`config.mk`:
```
export PLATFORM = sky130hd
export DESIGN_NAME = jtag_tap_device_flat
export DESIGN_NICKNAME = d
export VERILOG_FILES = /design/src/logic/jtag_tap_pkg.sv /design/src/logic/jtag_tap_if.sv /design/src/logic/jtag_tap_device.sv /design/src/flat_wrapper.sv
export SDC_FILE = /design/constraint.sdc
export NUM_CORES = 1
export LEC_CHECK = 0
export BUFFER_PORTS_ARGS = -buffer_cell sky130_fd_sc_hd__buf_2
export CORE_MARGIN = 2
export CORE_UTILIZATION = 59
export DETAILED_ROUTE_END_ITERATION = 10
export PLACE_DENSITY = 0.85
export SETUP_SLACK_MARGIN = 0.5
export SYNTH_ARGS = -nofsm -noshare
export SYNTH_HDL_FRONTEND = slang
export SYNTH_SLANG_ARGS = --single-unit
```
`constraint.sdc`:
```
create_clock -name i_clk_sys -period 6.2 [get_ports i_clk_sys]
set_clock_uncertainty 0.1 [all_clocks]
set_input_delay 1.24 -clock i_clk_sys [delete_from_list [all_inputs] [get_ports i_clk_sys]]
set_output_delay 1.24 -clock i_clk_sys [all_outputs]
set_load 0.01 [all_outputs]
```
`src/logic/jtag_tap_pkg.sv`:
```
// shared constants and types for the test access port and its controller
package jtag_tap_pkg;
   // controller states
   typedef enum logic [3:0] {
      ST_RESET, ST_IDLE, ST_SEL_DR, ST_CAP_DR, ST_SHIFT_DR, ST_EXIT1_DR,
      ST_PAUSE_DR, ST_EXIT2_DR, ST_UPD_DR, ST_SEL_IR, ST_CAP_IR, ST_SHIFT_IR,
      ST_EXIT1_IR, ST_PAUSE_IR, ST_EXIT2_IR, ST_UPD_IR
   } tap_state_t;
   // register lengths
   localparam int IR_LEN = 4;
   localparam int DR_MAX = 32;
   localparam int ID_LEN = 32;
   localparam int BSCAN_LEN = 8;
   localparam int PROG_LEN = 16;
   localparam int ISCAN_LEN = 8;
   localparam int BRK_LEN = 8;
   localparam int LEN_W = 6;
   // captured instruction value and value after reset
   localparam logic [IR_LEN-1:0] IR_CAPTURE = 4'h1;
   // instruction codes
   localparam logic [IR_LEN-1:0] INS_EXTEST = 4'h0;
   localparam logic [IR_LEN-1:0] INS_IDCODE = 4'h1;
   localparam logic [IR_LEN-1:0] INS_SAMPLE = 4'h2;
   localparam logic [IR_LEN-1:0] INS_PROG = 4'h4;
   localparam logic [IR_LEN-1:0] INS_DBG_ISCAN = 4'h8;
   localparam logic [IR_LEN-1:0] INS_DBG_BRK = 4'h9;
   localparam logic [IR_LEN-1:0] INS_BYPASS = 4'hf;
   localparam logic [IR_LEN-1:0] IR_RESET = INS_IDCODE;
   // identification word, value is arbitrary (bit 0 set)
   localparam logic [ID_LEN-1:0] ID_VALUE = 32'h0a5c_3001;
   // timing: link clock made by the controller end
   localparam int CLK_PERIOD_NS = 25;
   localparam int TCK_PERIOD_NS = 200;
   localparam int TCK_HALF_CYC = TCK_PERIOD_NS / (2 * CLK_PERIOD_NS);
   localparam int TCK_DIV_W = 4;
   // navigation sequences, tms bits sent first at bit 0
   localparam int RESET_ONES = 5;
   localparam logic [5:0] SEQ_RESET = 6'h1f;
   localparam logic [5:0] SEQ_TO_SHIFT_IR = 6'h03;
   localparam logic [5:0] SEQ_TO_SHIFT_DR = 6'h01;
   localparam logic [2:0] LEN_RESET = 3'h6;
   localparam logic [2:0] LEN_TO_IR = 3'h4;
   localparam logic [2:0] LEN_TO_DR = 3'h3;
endpackage

```
`src/logic/jtag_tap_if.sv`:
```
// pins between test access port and external test controller
`timescale 1ns/10ps
interface jtag_tap_if;
   logic tck; // link clock, made by the controller
   logic tms; // mode select
   logic tdi; // data into the port
   logic tdo; // data out value from the port
   logic tdo_oe; // port drives tdo
   logic pullup_en; // port pulls its pins high
   logic srst_oe; // controller pulls system reset low
   logic srst_ext_oe; // any other open-collector reset source
   logic tdo_pin; // resolved tdo level
   logic srst_n; // resolved system reset line, pulled up
   // undriven tdo floats high through a pull-up
   assign tdo_pin = tdo_oe ? tdo : 1'b1;
   // open-collector wired-and reset line
   assign srst_n = !(srst_oe || srst_ext_oe);
   modport device (input tck, input tms, input tdi, output tdo, output tdo_oe,
      output pullup_en);
   modport host (output tck, output tms, output tdi, input tdo_pin, output srst_oe,
      input srst_n);
endinterface

```
`src/logic/jtag_tap_device.sv`:
```
// test access port end: controller, instruction and data registers
`timescale 1ns/10ps
module jtag_tap_device (
   // system clock and power-on reset
   input wire logic i_clk_sys,
   input wire logic i_nrst,
   // fuses and software control
   input wire logic i_port_enable_fuse,
   input wire logic i_software_port_disable_bit,
   input wire logic i_debug_enable_fuse,
   // parallel capture values
   input wire logic [jtag_tap_pkg::BSCAN_LEN-1:0] i_bscan_capture,
   input wire logic [jtag_tap_pkg::PROG_LEN-1:0] i_prog_capture,
   input wire logic [jtag_tap_pkg::ISCAN_LEN-1:0] i_iscan_capture,
   input wire logic [jtag_tap_pkg::BRK_LEN-1:0] i_brk_capture,
   // latched parallel outputs
   output logic [jtag_tap_pkg::BSCAN_LEN-1:0] o_bscan_q,
   output logic [jtag_tap_pkg::PROG_LEN-1:0] o_prog_q,
   output logic [jtag_tap_pkg::ISCAN_LEN-1:0] o_iscan_q,
   output logic [jtag_tap_pkg::BRK_LEN-1:0] o_brk_q,
   // controller status
   output logic [jtag_tap_pkg::IR_LEN-1:0] o_instruction,
   output logic o_run_idle,
   output logic o_gpio_mode,
   // port pins
   jtag_tap_if.device tap
);
   // synchronisers for the pins; tck_s3 is only for edge finding
   logic tck_s1, tck_s2, tck_s3;
   logic tms_s1, tms_s2;
   logic tdi_s1, tdi_s2;
   logic tck_rise; // one cycle per rising tck
   logic tck_fall; // one cycle per falling tck
   logic enabled; // port in use
   // controller and registers
   jtag_tap_pkg::tap_state_t state_q, state_d;
   logic [jtag_tap_pkg::IR_LEN-1:0] ir_sh_q, ir_sh_d; // instruction shifter
   logic [jtag_tap_pkg::IR_LEN-1:0] ir_q, ir_d; // latched instruction
   logic [jtag_tap_pkg::DR_MAX-1:0] dr_q, dr_d; // shared data shifter
   logic [jtag_tap_pkg::DR_MAX-1:0] cap_val; // value loaded in capture-dr
   logic [jtag_tap_pkg::LEN_W-1:0] dr_len; // length of selected register
   logic [jtag_tap_pkg::BSCAN_LEN-1:0] bscan_d;
   logic [jtag_tap_pkg::PROG_LEN-1:0] prog_d;
   logic [jtag_tap_pkg::ISCAN_LEN-1:0] iscan_d;
   logic [jtag_tap_pkg::BRK_LEN-1:0] brk_d;
   logic tdo_q, tdo_d, oe_q, oe_d;
   logic is_shift_dr, is_shift_ir;

   // both port enables are needed; no test reset pin exists
   assign enabled = i_port_enable_fuse && !i_software_port_disable_bit;
   assign o_gpio_mode = !enabled;
   assign tap.pullup_en = enabled;
   assign tck_rise = tck_s2 && !tck_s3;
   assign tck_fall = !tck_s2 && tck_s3;
   assign is_shift_dr = (state_q == jtag_tap_pkg::ST_SHIFT_DR);
   assign is_shift_ir = (state_q == jtag_tap_pkg::ST_SHIFT_IR);
   assign o_instruction = ir_q;
   assign o_run_idle = (state_q == jtag_tap_pkg::ST_IDLE);
   assign tap.tdo = tdo_q;
   assign tap.tdo_oe = oe_q;

   // two flip-flops on every pin before any logic reads it
   always_ff @(posedge i_clk_sys or negedge i_nrst) begin
      if (!i_nrst) begin
         tck_s1 <= 1'b0;
         tck_s2 <= 1'b0;
         tck_s3 <= 1'b0;
         tms_s1 <= 1'b1;
         tms_s2 <= 1'b1;
         tdi_s1 <= 1'b1;
         tdi_s2 <= 1'b1;
      end else begin
         tck_s1 <= tap.tck;
         tck_s2 <= tck_s1;
         tck_s3 <= tck_s2;
         tms_s1 <= tap.tms;
         tms_s2 <= tms_s1;
         tdi_s1 <= tap.tdi;
         tdi_s2 <= tdi_s1;
      end
   end

   // selected data register length; debug chains need the debug fuse
   always_comb begin
      dr_len = 6'h01;
      cap_val = '0;
      case (ir_q)
         jtag_tap_pkg::INS_IDCODE: begin
            dr_len = 6'h20;
            cap_val = jtag_tap_pkg::ID_VALUE;
         end
         jtag_tap_pkg::INS_EXTEST, jtag_tap_pkg::INS_SAMPLE: begin
            dr_len = 6'h08;
            cap_val[jtag_tap_pkg::BSCAN_LEN-1:0] = i_bscan_capture;
         end
         jtag_tap_pkg::INS_PROG: begin
            dr_len = 6'h10;
            cap_val[jtag_tap_pkg::PROG_LEN-1:0] = i_prog_capture;
         end
         jtag_tap_pkg::INS_DBG_ISCAN: begin
            if (i_debug_enable_fuse) begin
               dr_len = 6'h08;
               cap_val[jtag_tap_pkg::ISCAN_LEN-1:0] = i_iscan_capture;
            end
         end
         jtag_tap_pkg::INS_DBG_BRK: begin
            if (i_debug_enable_fuse) begin
               dr_len = 6'h08;
               cap_val[jtag_tap_pkg::BRK_LEN-1:0] = i_brk_capture;
            end
         end
         default: begin
            dr_len = 6'h01; // bypass: one bit, captures zero
         end
      endcase
   end

   // controller next state, taken at a rising tck; a disabled port goes to reset at once
   always_comb begin
      state_d = state_q;
      if (!enabled) begin
         state_d = jtag_tap_pkg::ST_RESET;
      end else if (tck_rise) begin
         case (state_q)
            jtag_tap_pkg::ST_RESET:
               state_d = tms_s2 ? jtag_tap_pkg::ST_RESET : jtag_tap_pkg::ST_IDLE;
            jtag_tap_pkg::ST_IDLE:
               state_d = tms_s2 ? jtag_tap_pkg::ST_SEL_DR : jtag_tap_pkg::ST_IDLE;
            jtag_tap_pkg::ST_SEL_DR:
               state_d = tms_s2 ? jtag_tap_pkg::ST_SEL_IR : jtag_tap_pkg::ST_CAP_DR;
            jtag_tap_pkg::ST_CAP_DR:
               state_d = tms_s2 ? jtag_tap_pkg::ST_EXIT1_DR : jtag_tap_pkg::ST_SHIFT_DR;
            jtag_tap_pkg::ST_SHIFT_DR:
               state_d = tms_s2 ? jtag_tap_pkg::ST_EXIT1_DR : jtag_tap_pkg::ST_SHIFT_DR;
            jtag_tap_pkg::ST_EXIT1_DR:
               state_d = tms_s2 ? jtag_tap_pkg::ST_UPD_DR : jtag_tap_pkg::ST_PAUSE_DR;
            jtag_tap_pkg::ST_PAUSE_DR:
               state_d = tms_s2 ? jtag_tap_pkg::ST_EXIT2_DR : jtag_tap_pkg::ST_PAUSE_DR;
            jtag_tap_pkg::ST_EXIT2_DR:
               state_d = tms_s2 ? jtag_tap_pkg::ST_UPD_DR : jtag_tap_pkg::ST_SHIFT_DR;
            jtag_tap_pkg::ST_UPD_DR:
               state_d = tms_s2 ? jtag_tap_pkg::ST_SEL_DR : jtag_tap_pkg::ST_IDLE;
            jtag_tap_pkg::ST_SEL_IR:
               state_d = tms_s2 ? jtag_tap_pkg::ST_RESET : jtag_tap_pkg::ST_CAP_IR;
            jtag_tap_pkg::ST_CAP_IR:
               state_d = tms_s2 ? jtag_tap_pkg::ST_EXIT1_IR : jtag_tap_pkg::ST_SHIFT_IR;
            jtag_tap_pkg::ST_SHIFT_IR:
               state_d = tms_s2 ? jtag_tap_pkg::ST_EXIT1_IR : jtag_tap_pkg::ST_SHIFT_IR;
            jtag_tap_pkg::ST_EXIT1_IR:
               state_d = tms_s2 ? jtag_tap_pkg::ST_UPD_IR : jtag_tap_pkg::ST_PAUSE_IR;
            jtag_tap_pkg::ST_PAUSE_IR:
               state_d = tms_s2 ? jtag_tap_pkg::ST_EXIT2_IR : jtag_tap_pkg::ST_PAUSE_IR;
            jtag_tap_pkg::ST_EXIT2_IR:
               state_d = tms_s2 ? jtag_tap_pkg::ST_UPD_IR : jtag_tap_pkg::ST_SHIFT_IR;
            jtag_tap_pkg::ST_UPD_IR:
               state_d = tms_s2 ? jtag_tap_pkg::ST_SEL_DR : jtag_tap_pkg::ST_IDLE;
            default: state_d = jtag_tap_pkg::ST_RESET;
         endcase
      end
   end

   // capture and shift at rising tck; exit and pause states leave all alone
   always_comb begin
      ir_sh_d = ir_sh_q;
      dr_d = dr_q;
      if (enabled && tck_rise) begin
         if (state_q == jtag_tap_pkg::ST_CAP_IR) begin
            ir_sh_d = jtag_tap_pkg::IR_CAPTURE;
         end else if (is_shift_ir) begin
            ir_sh_d = {tdi_s2, ir_sh_q[jtag_tap_pkg::IR_LEN-1:1]};
         end else if (state_q == jtag_tap_pkg::ST_CAP_DR) begin
            dr_d = cap_val;
         end else if (is_shift_dr) begin
            // new bit enters at the top of the selected length
            for (int i = 0; i < jtag_tap_pkg::DR_MAX; i++) begin
               if (i == int'(dr_len) - 1) begin
                  dr_d[i] = tdi_s2;
               end else if (i < int'(dr_len) - 1) begin
                  dr_d[i] = dr_q[i+1];
               end else begin
                  dr_d[i] = 1'b0;
               end
            end
         end
      end
   end

   // latching at falling tck while in an update state
   always_comb begin
      ir_d = ir_q;
      bscan_d = o_bscan_q;
      prog_d = o_prog_q;
      iscan_d = o_iscan_q;
      brk_d = o_brk_q;
      if (state_q == jtag_tap_pkg::ST_RESET) begin
         ir_d = jtag_tap_pkg::IR_RESET;
      end else if (tck_fall && state_q == jtag_tap_pkg::ST_UPD_IR) begin
         ir_d = ir_sh_q;
      end else if (tck_fall && state_q == jtag_tap_pkg::ST_UPD_DR) begin
         if (ir_q == jtag_tap_pkg::INS_EXTEST || ir_q == jtag_tap_pkg::INS_SAMPLE) begin
            bscan_d = dr_q[jtag_tap_pkg::BSCAN_LEN-1:0];
         end else if (ir_q == jtag_tap_pkg::INS_PROG) begin
            prog_d = dr_q[jtag_tap_pkg::PROG_LEN-1:0];
         end else if (ir_q == jtag_tap_pkg::INS_DBG_ISCAN && i_debug_enable_fuse) begin
            iscan_d = dr_q[jtag_tap_pkg::ISCAN_LEN-1:0];
         end else if (ir_q == jtag_tap_pkg::INS_DBG_BRK && i_debug_enable_fuse) begin
            brk_d = dr_q[jtag_tap_pkg::BRK_LEN-1:0];
         end
      end
   end

   // tdo moves at falling tck so the far end samples a settled bit
   always_comb begin
      tdo_d = tdo_q;
      oe_d = oe_q;
      if (!enabled) begin
         oe_d = 1'b0;
      end else if (tck_fall) begin
         oe_d = is_shift_ir || is_shift_dr;
         tdo_d = is_shift_ir ? ir_sh_q[0] : dr_q[0];
      end
   end

   // register every group
   always_ff @(posedge i_clk_sys or negedge i_nrst) begin
      if (!i_nrst) begin
         state_q <= jtag_tap_pkg::ST_RESET;
         ir_sh_q <= jtag_tap_pkg::IR_CAPTURE;
         ir_q <= jtag_tap_pkg::IR_RESET;
         dr_q <= '0;
         o_bscan_q <= '0;
         o_prog_q <= '0;
         o_iscan_q <= '0;
         o_brk_q <= '0;
         tdo_q <= 1'b0;
         oe_q <= 1'b0;
      end else begin
         state_q <= state_d;
         ir_sh_q <= ir_sh_d;
         ir_q <= ir_d;
         dr_q <= dr_d;
         o_bscan_q <= bscan_d;
         o_prog_q <= prog_d;
         o_iscan_q <= iscan_d;
         o_brk_q <= brk_d;
         tdo_q <= tdo_d;
         oe_q <= oe_d;
      end
   end
endmodule // jtag_tap_device

```
`src/flat_wrapper.sv`:
```
// flat-port wrapper written by rule: the top's interface ports become plain ports
module jtag_tap_device_flat 
  (i_clk_sys, i_nrst, i_port_enable_fuse, i_software_port_disable_bit, i_debug_enable_fuse, i_bscan_capture, i_prog_capture, i_iscan_capture, i_brk_capture, o_bscan_q, o_prog_q, o_iscan_q, o_brk_q, o_instruction, o_run_idle, o_gpio_mode, tap_tck, tap_tms, tap_tdi, tap_tdo, tap_tdo_oe, tap_pullup_en);
  jtag_tap_if tap_i ();
  input wire logic i_clk_sys;
  input wire logic i_nrst;
  input wire logic i_port_enable_fuse;
  input wire logic i_software_port_disable_bit;
  input wire logic i_debug_enable_fuse;
  input wire logic [jtag_tap_pkg::BSCAN_LEN-1:0] i_bscan_capture;
  input wire logic [jtag_tap_pkg::PROG_LEN-1:0] i_prog_capture;
  input wire logic [jtag_tap_pkg::ISCAN_LEN-1:0] i_iscan_capture;
  input wire logic [jtag_tap_pkg::BRK_LEN-1:0] i_brk_capture;
  output logic [jtag_tap_pkg::BSCAN_LEN-1:0] o_bscan_q;
  output logic [jtag_tap_pkg::PROG_LEN-1:0] o_prog_q;
  output logic [jtag_tap_pkg::ISCAN_LEN-1:0] o_iscan_q;
  output logic [jtag_tap_pkg::BRK_LEN-1:0] o_brk_q;
  output logic [jtag_tap_pkg::IR_LEN-1:0] o_instruction;
  output logic o_run_idle;
  output logic o_gpio_mode;
  input wire logic [$bits(tap_i.tck)-1:0] tap_tck;
  input wire logic [$bits(tap_i.tms)-1:0] tap_tms;
  input wire logic [$bits(tap_i.tdi)-1:0] tap_tdi;
  output wire logic [$bits(tap_i.tdo)-1:0] tap_tdo;
  output wire logic [$bits(tap_i.tdo_oe)-1:0] tap_tdo_oe;
  output wire logic [$bits(tap_i.pullup_en)-1:0] tap_pullup_en;
  assign tap_i.tck = tap_tck;
  assign tap_i.tms = tap_tms;
  assign tap_i.tdi = tap_tdi;
  assign tap_tdo = tap_i.tdo;
  assign tap_tdo_oe = tap_i.tdo_oe;
  assign tap_pullup_en = tap_i.pullup_en;
  jtag_tap_device u_core (.i_clk_sys(i_clk_sys), .i_nrst(i_nrst), .i_port_enable_fuse(i_port_enable_fuse), .i_software_port_disable_bit(i_software_port_disable_bit), .i_debug_enable_fuse(i_debug_enable_fuse), .i_bscan_capture(i_bscan_capture), .i_prog_capture(i_prog_capture), .i_iscan_capture(i_iscan_capture), .i_brk_capture(i_brk_capture), .o_bscan_q(o_bscan_q), .o_prog_q(o_prog_q), .o_iscan_q(o_iscan_q), .o_brk_q(o_brk_q), .o_instruction(o_instruction), .o_run_idle(o_run_idle), .o_gpio_mode(o_gpio_mode), .tap(tap_i));
endmodule
```
[Yosys cells after proc, flatten, opt, wreduce, memory -nomap -nowiden]
Cells that the tools add are included.
Storage, ports and cells
  flip-flop bits (word level): 93
  bits in latches: 0
  RAM bits: 0
  bits in read-only memories: 0
  bits of input ports: 48
  output and inout port bits: 49
  logic and storage cells: 237
  memories kept: 0
Cells by class
  add/sub/neg operators: 1
  multipliers: 0
  divide/modulo/power cells: 0
  order comparisons: 32
  eq/ne operators: 53
  shift-type cells: 0
  multiplexer cells: 95
  bitwise logic cells: 7
  reductions and logical operators: 32
Operators by type and width (count)
  6-bit by 32-bit equality test with 1-bit output (first input constant): 16
  6-bit by 32-bit less-than comparator with 1-bit output (first input constant): 16
  5-bit by 32-bit equality test with 1-bit output (first input constant): 8
  5-bit by 32-bit less-than comparator with 1-bit output (first input constant): 8
  4-bit by 32-bit equality test with 1-bit output (first input constant): 4
  4-bit by 32-bit less-than comparator with 1-bit output (first input constant): 4
  1-bit 2-to-1 mux: 70
  3-bit by 32-bit equality test with 1-bit output (first input constant): 2
  3-bit by 32-bit less-than comparator with 1-bit output (first input constant): 2
  32-bit 2-to-1 mux: 2
  4-bit one-hot mux with 12 select lines: 1
  4-bit 2-to-1 mux: 11
  4-bit equality test (second input constant): 10
  8-bit one-hot mux with 5 select lines: 1
  2-bit by 32-bit equality test with 1-bit output (first input constant): 1
  32-bit zero test: 1
  1-bit by 32-bit less-than comparator with 1-bit output (first input constant): 1
  2-bit by 32-bit less-than comparator with 1-bit output (first input constant): 1
  6-bit one-hot mux with 4 select lines: 1
  4-bit by 3-bit equality test with 1-bit output (second input constant): 5
  8-bit 2-to-1 mux: 2
  8-bit one-hot mux with 2 select lines: 1
  4-bit by 2-bit equality test with 1-bit output (second input constant): 3
  12-bit 2-to-1 mux: 1
  other kinds (18): 48

[Longest topological paths before layout]
  depth in word-level cells: 9
  depth in mapped cells: 10
  depth with buffers taken out: 8

[Worst setup path before layout]
OpenSTA, ideal clock, no wires.
  path kind: input -> register
  from: input i_debug_enable_fuse
  to: register u_core.dr_q[0] (netlist bit)
  setup time: 0.126 ns
  arrival time: 3.321 ns
  required time: 5.974 ns
  path slack: 2.653 ns
  stages: 8
  path buffers: 0
  path through: nor3b_1 nor3_1 inv_1 ha_1 xnor2_1 nand2_2 mux2_2 a221o_1
On the way
  word-level cells in the longest chain between the ends: 8
  elaborated cells on any way between the ends: 12
  those cells by class: 1 x add/sub; 1 x order compare; 9 x mux; 1 x reduce/logical
Ends and longest elaborated chain
  start, declared: line flat_wrapper.sv:9  | input wire logic i_debug_enable_fuse;
  4-bit 2-to-1 mux: line jtag_tap_device.sv:101, jtag_tap_device.sv:107
  6-bit one-hot mux with 4 select lines: line jtag_tap_device.sv:87  | case (ir_q)
  6-bit by 1-bit subtractor with 7-bit output: line jtag_tap_device.sv:176, jtag_tap_device.sv:178
  1-bit by 32-bit less-than comparator with 1-bit output: line jtag_tap_device.sv:178  | end else if (i < int'(dr_len) - 1) begin
  1-bit 2-to-1 mux: line jtag_tap_device.sv:178
  1-bit 2-to-1 mux: line jtag_tap_device.sv:176  | if (i == int'(dr_len) - 1) begin
  32-bit 2-to-1 mux: line jtag_tap_device.sv:173  | end else if (is_shift_dr) begin
  32-bit 2-to-1 mux *: line jtag_tap_device.sv:171  | end else if (state_q == jtag_tap_pkg::ST_CAP_DR) begin
  end signal, assigned: line jtag_tap_device.sv:241  | dr_q <= dr_d;
  end, declared: line jtag_tap_device.sv:39  | logic [jtag_tap_pkg::DR_MAX-1:0] dr_q, dr_d;
Every way passes the cells marked *; elsewhere a longest branch is shown, timed or not. The select of a mux whose other input is x is not followed.
A chain may end at the register's enable or synchronous reset.

[Worst setup path in the final report]
  from: register u_core.ir_q (netlist bit u_core.o_instruction[2])
  to: register u_core.dr_q[0] (netlist bit)
On the way
  word-level cells in the longest chain between the ends: 9
  elaborated cells on any way between the ends: 17
  those cells by class: 1 x add/sub; 1 x order compare; 5 x eq/ne; 6 x mux; 4 x reduce/logical
Ends and longest elaborated chain
  start, declared: line jtag_tap_device.sv:38  | logic [jtag_tap_pkg::IR_LEN-1:0] ir_q, ir_d;
  start signal, assigned: line jtag_tap_device.sv:229  | ir_q <= jtag_tap_pkg::IR_RESET;
  start signal, assigned: line jtag_tap_device.sv:240  | ir_q <= ir_d;
  4-bit equality test, or another cell as far along: line jtag_tap_device.sv:87
  2-bit OR reduction (on tied branches)
  6-bit one-hot mux with 4 select lines: line jtag_tap_device.sv:87
  6-bit by 1-bit subtractor with 7-bit output: line jtag_tap_device.sv:176, jtag_tap_device.sv:178
  1-bit by 32-bit less-than comparator with 1-bit output: line jtag_tap_device.sv:178
  1-bit 2-to-1 mux: line jtag_tap_device.sv:178
  1-bit 2-to-1 mux: line jtag_tap_device.sv:176
  32-bit 2-to-1 mux: line jtag_tap_device.sv:173
  32-bit 2-to-1 mux *: line jtag_tap_device.sv:171
Marked as above.

==> results_dict.tcl <==
set metrics [dict create \
    status "completed" \
    ys_seq_elements 93 \
    synth_edf_count 0 \
    synth_cell_types 63 \
    powerDensity_mw_per_mm2 203.0 \
    dieArea_sq_mm 0.008646 \
    fin_crit_ps 3759 \
    crit_buf_inv 1 \
    nets 571 \
    max_freq_mhz 266.0 \
    die_w_um 92.99 \
    worstSetupEndpointType "flip-flop" \
    htreeDepth 3 \
    ant_nets 0 \
    crit_required_ps 6360 \
    synth_nets 486 \
    ys_seq_area_frac 0.4997 \
    reg2reg_slack_ps 2440 \
    cts-root-buf "clkbuf_8" \
    hold_buffers 0 \
    worstPathCellList "a211oi_1 -> nor3_1 -> inv_1 -> ha_1 -> xnor2_1 -> nand2_2 -> mux2_2 -> a221o_1" \
    drive_above_1_share 0.3423 \
    power_leakage_nw 2.610 \
    cp.arrival_ps 3920 \
    cp-start-kind "flip-flop" \
    vias_per_cell 6.134 \
    crit_start "u_core.o_instruction[2]" \
    io_pins 97 \
    layout_commonest_cell "buf_2" \
    clk_pin_slew_worst_paths_ps 90 \
    wl_per_cell_um 18.54 \
    cts.sinks 93 \
    cts-resized-gates 0 \
    drv_cap 0 \
    clkLatencyLatePin_ps 370 \
    fin_crit_sh 0.6062 \
    rows 32 \
    irDropWorstVdd_uv 114.3 \
    final_cell_mix "buf_2, dfrtp_1, nand2_1" \
    grt_overflow 0 \
    drtIter0Drc 360 \
    hold_violations 0 \
    place_hpwl_um 8356 \
    drt_wl_total_um 11590 \
    antenna_found_initial 0 \
    slew-limit-headroom 0.4395 \
    synth_top_flop_cell "dfrtp_1" \
    cts_tree "yes" \
    finalHoldWorstSlack_ps 261.1 \
    path_delay_family "flip-flops" \
    tightest_slew_ps 840.7 \
    post_cts_buffers 0 \
    holdCritStartpoint "u_core.tms_s1" \
    grt.total_usage 0.2764 \
    grt_pass1_vias 3674 \
    cp_slowest_cell "dfrtp_1" \
    setup_viol 0 \
    drc 0 \
    antenna_cells 0 \
    area_growth_pct 15.45 \
    coreArea_sq_mm 0.007687 \
    netlist_instances 433 \
    vias 3834 \
    critPathMaxFanout 25 \
    die_y_um 92.99 \
    syn_area_per_cell_sq_um 10.79 \
    start_util 0.6077 \
    netlist_area_sq_mm 0.004672 \
    drv_slew 0 \
    tns_ps 0 \
    min_path_type "reg -> reg" \
    max_stage_delay_ps 860 \
    drt-pass1-iter-count 4 \
    synthArstFlopShare 1.000 \
    worstReg2RegStart "u_core.o_instruction[2]" \
    yosys_warnings 0 \
    numCtsBuffers 9 \
    grt_pass1_wl_um 18480 \
    io_buffers 96 \
    rsz0062_at_grt "no" \
    critPathKind "reg -> reg" \
    place_congestion 0.8881 \
    clockBufferDepth 2 \
    grt_max_degree 64 \
]
==> path summary, 6_finish.rpt <==
check | cells past startpoint | endpoint
max reg2reg | 8 | u_core.dr_q[0]
max | 8 | u_core.dr_q[0]
min reg2reg | 0 | u_core.tms_s2
min | 0 | u_core.tms_s2
min in group asynchronous | 1 | u_core.o_prog_q[5]
max in group asynchronous | 2 | u_core.o_instruction[2]
==> through the flow <==
stage	setup slack (ps)	power (W)	instance area, sq um	cells	utilization
6_report	2441	0.001095	5394	625	0.7017
5_1_grt	2181	0.001129	5394	625	0.7017
4_1_cts	2528	0.001101	5394	625	0.7017
3_5_place_dp	2144	0.0006761	5182	609	0.6742
3_3_place_gp	2247	0.0006746	5182	609	0.6742
2_1_floorplan	2653	0.0006420	4672	433	-
==> synthesized netlist by cell type (3+ instances only) <==
cell	n	area, sq um
and2_1	3	18.77
a22oi_1	5	37.54
nand2_2	3	18.77
inv_1	7	26.28
o21ai_0	26	130.1
dfrtp_1	87	2177
nand3b_1	5	37.54
a21oi_1	21	105.1
nor2b_1	13	81.33
a21o_1	3	22.52
clkbuf_1	13	48.80
nor3_1	4	20.02
a31oi_1	4	25.02
nor2_1	21	78.83
nand2_1	43	161.4
dfstp_2	6	157.7
mux2i_1	11	110.1
a22o_1	5	43.79
buf_2	8	40.04
a211o_1	5	43.79
o21ai_1	6	30.03
o211ai_1	9	67.56
mux2_2	42	473.0
o31ai_1	3	22.52
a221o_2	3	33.78
a211oi_1	4	30.03
a2bb2oi_1	5	43.79
nand3_1	13	65.06
nor3_2	3	30.03
ha_1	5	62.56
nand2b_1	4	25.02
and3_1	5	31.28
==> routing by layer <==
metal  global-route usage  wire length [um]  up-vias
met5                    0                 0        -
met2               0.4547              5561      195
li1                     -                 -     1753
met1               0.3669              4826     1858
met4               0.1164               273        0
met3              0.04512               925       28
==> final cells by class <==
cell class              count  area, sq um
clock inverters             7        87.58
inverters                   7        26.28
clock buffers               9        123.9
well taps                 102        127.6
flip-flops and latches     93         2335
fillers                   572         2293
multi-input cells         309         2196
repair buffers             98        498.0
==> flip-flops by register name, indices dropped and copies added (netlist names), 4 cells and up <==
name                  count
u_core.dr_q              32
u_core.o_prog_q          16
u_core.ir_sh_q            4
u_core.o_instruction      4
u_core.o_bscan_q          8
u_core.o_brk_q            8
u_core.o_iscan_q          8
u_core.state_q            4
==> cell families after synthesis <==
group,count (synthesis),synth area share
AND/OR/NAND/NOR,135,0.1575
buffers and inverters,31,0.03026
AO/OA/AOI/OAI,113,0.1668
XOR/XNOR,2,0.005357
multiplexers,53,0.1248
flip-flops,93,0.4997
adder cells (fa/ha/maj),6,0.01553
==> where the power goes <==
| part | leakage [nW] | internal, W | switching, W | total, W |
|---|---|---|---|---|
| Sequential | 1.27 | 0.000611 | 0.00000601 | 0.000617 |
| Combinational | 1.23 | 0.0000194 | 0.0000273 | 0.0000467 |
| Clock | 0.108 | 0.000196 | 0.000235 | 0.000431 |
| Total | 2.61 | 0.000827 | 0.000268 | 0.00109 |
(Power assumes the default switching activity.)
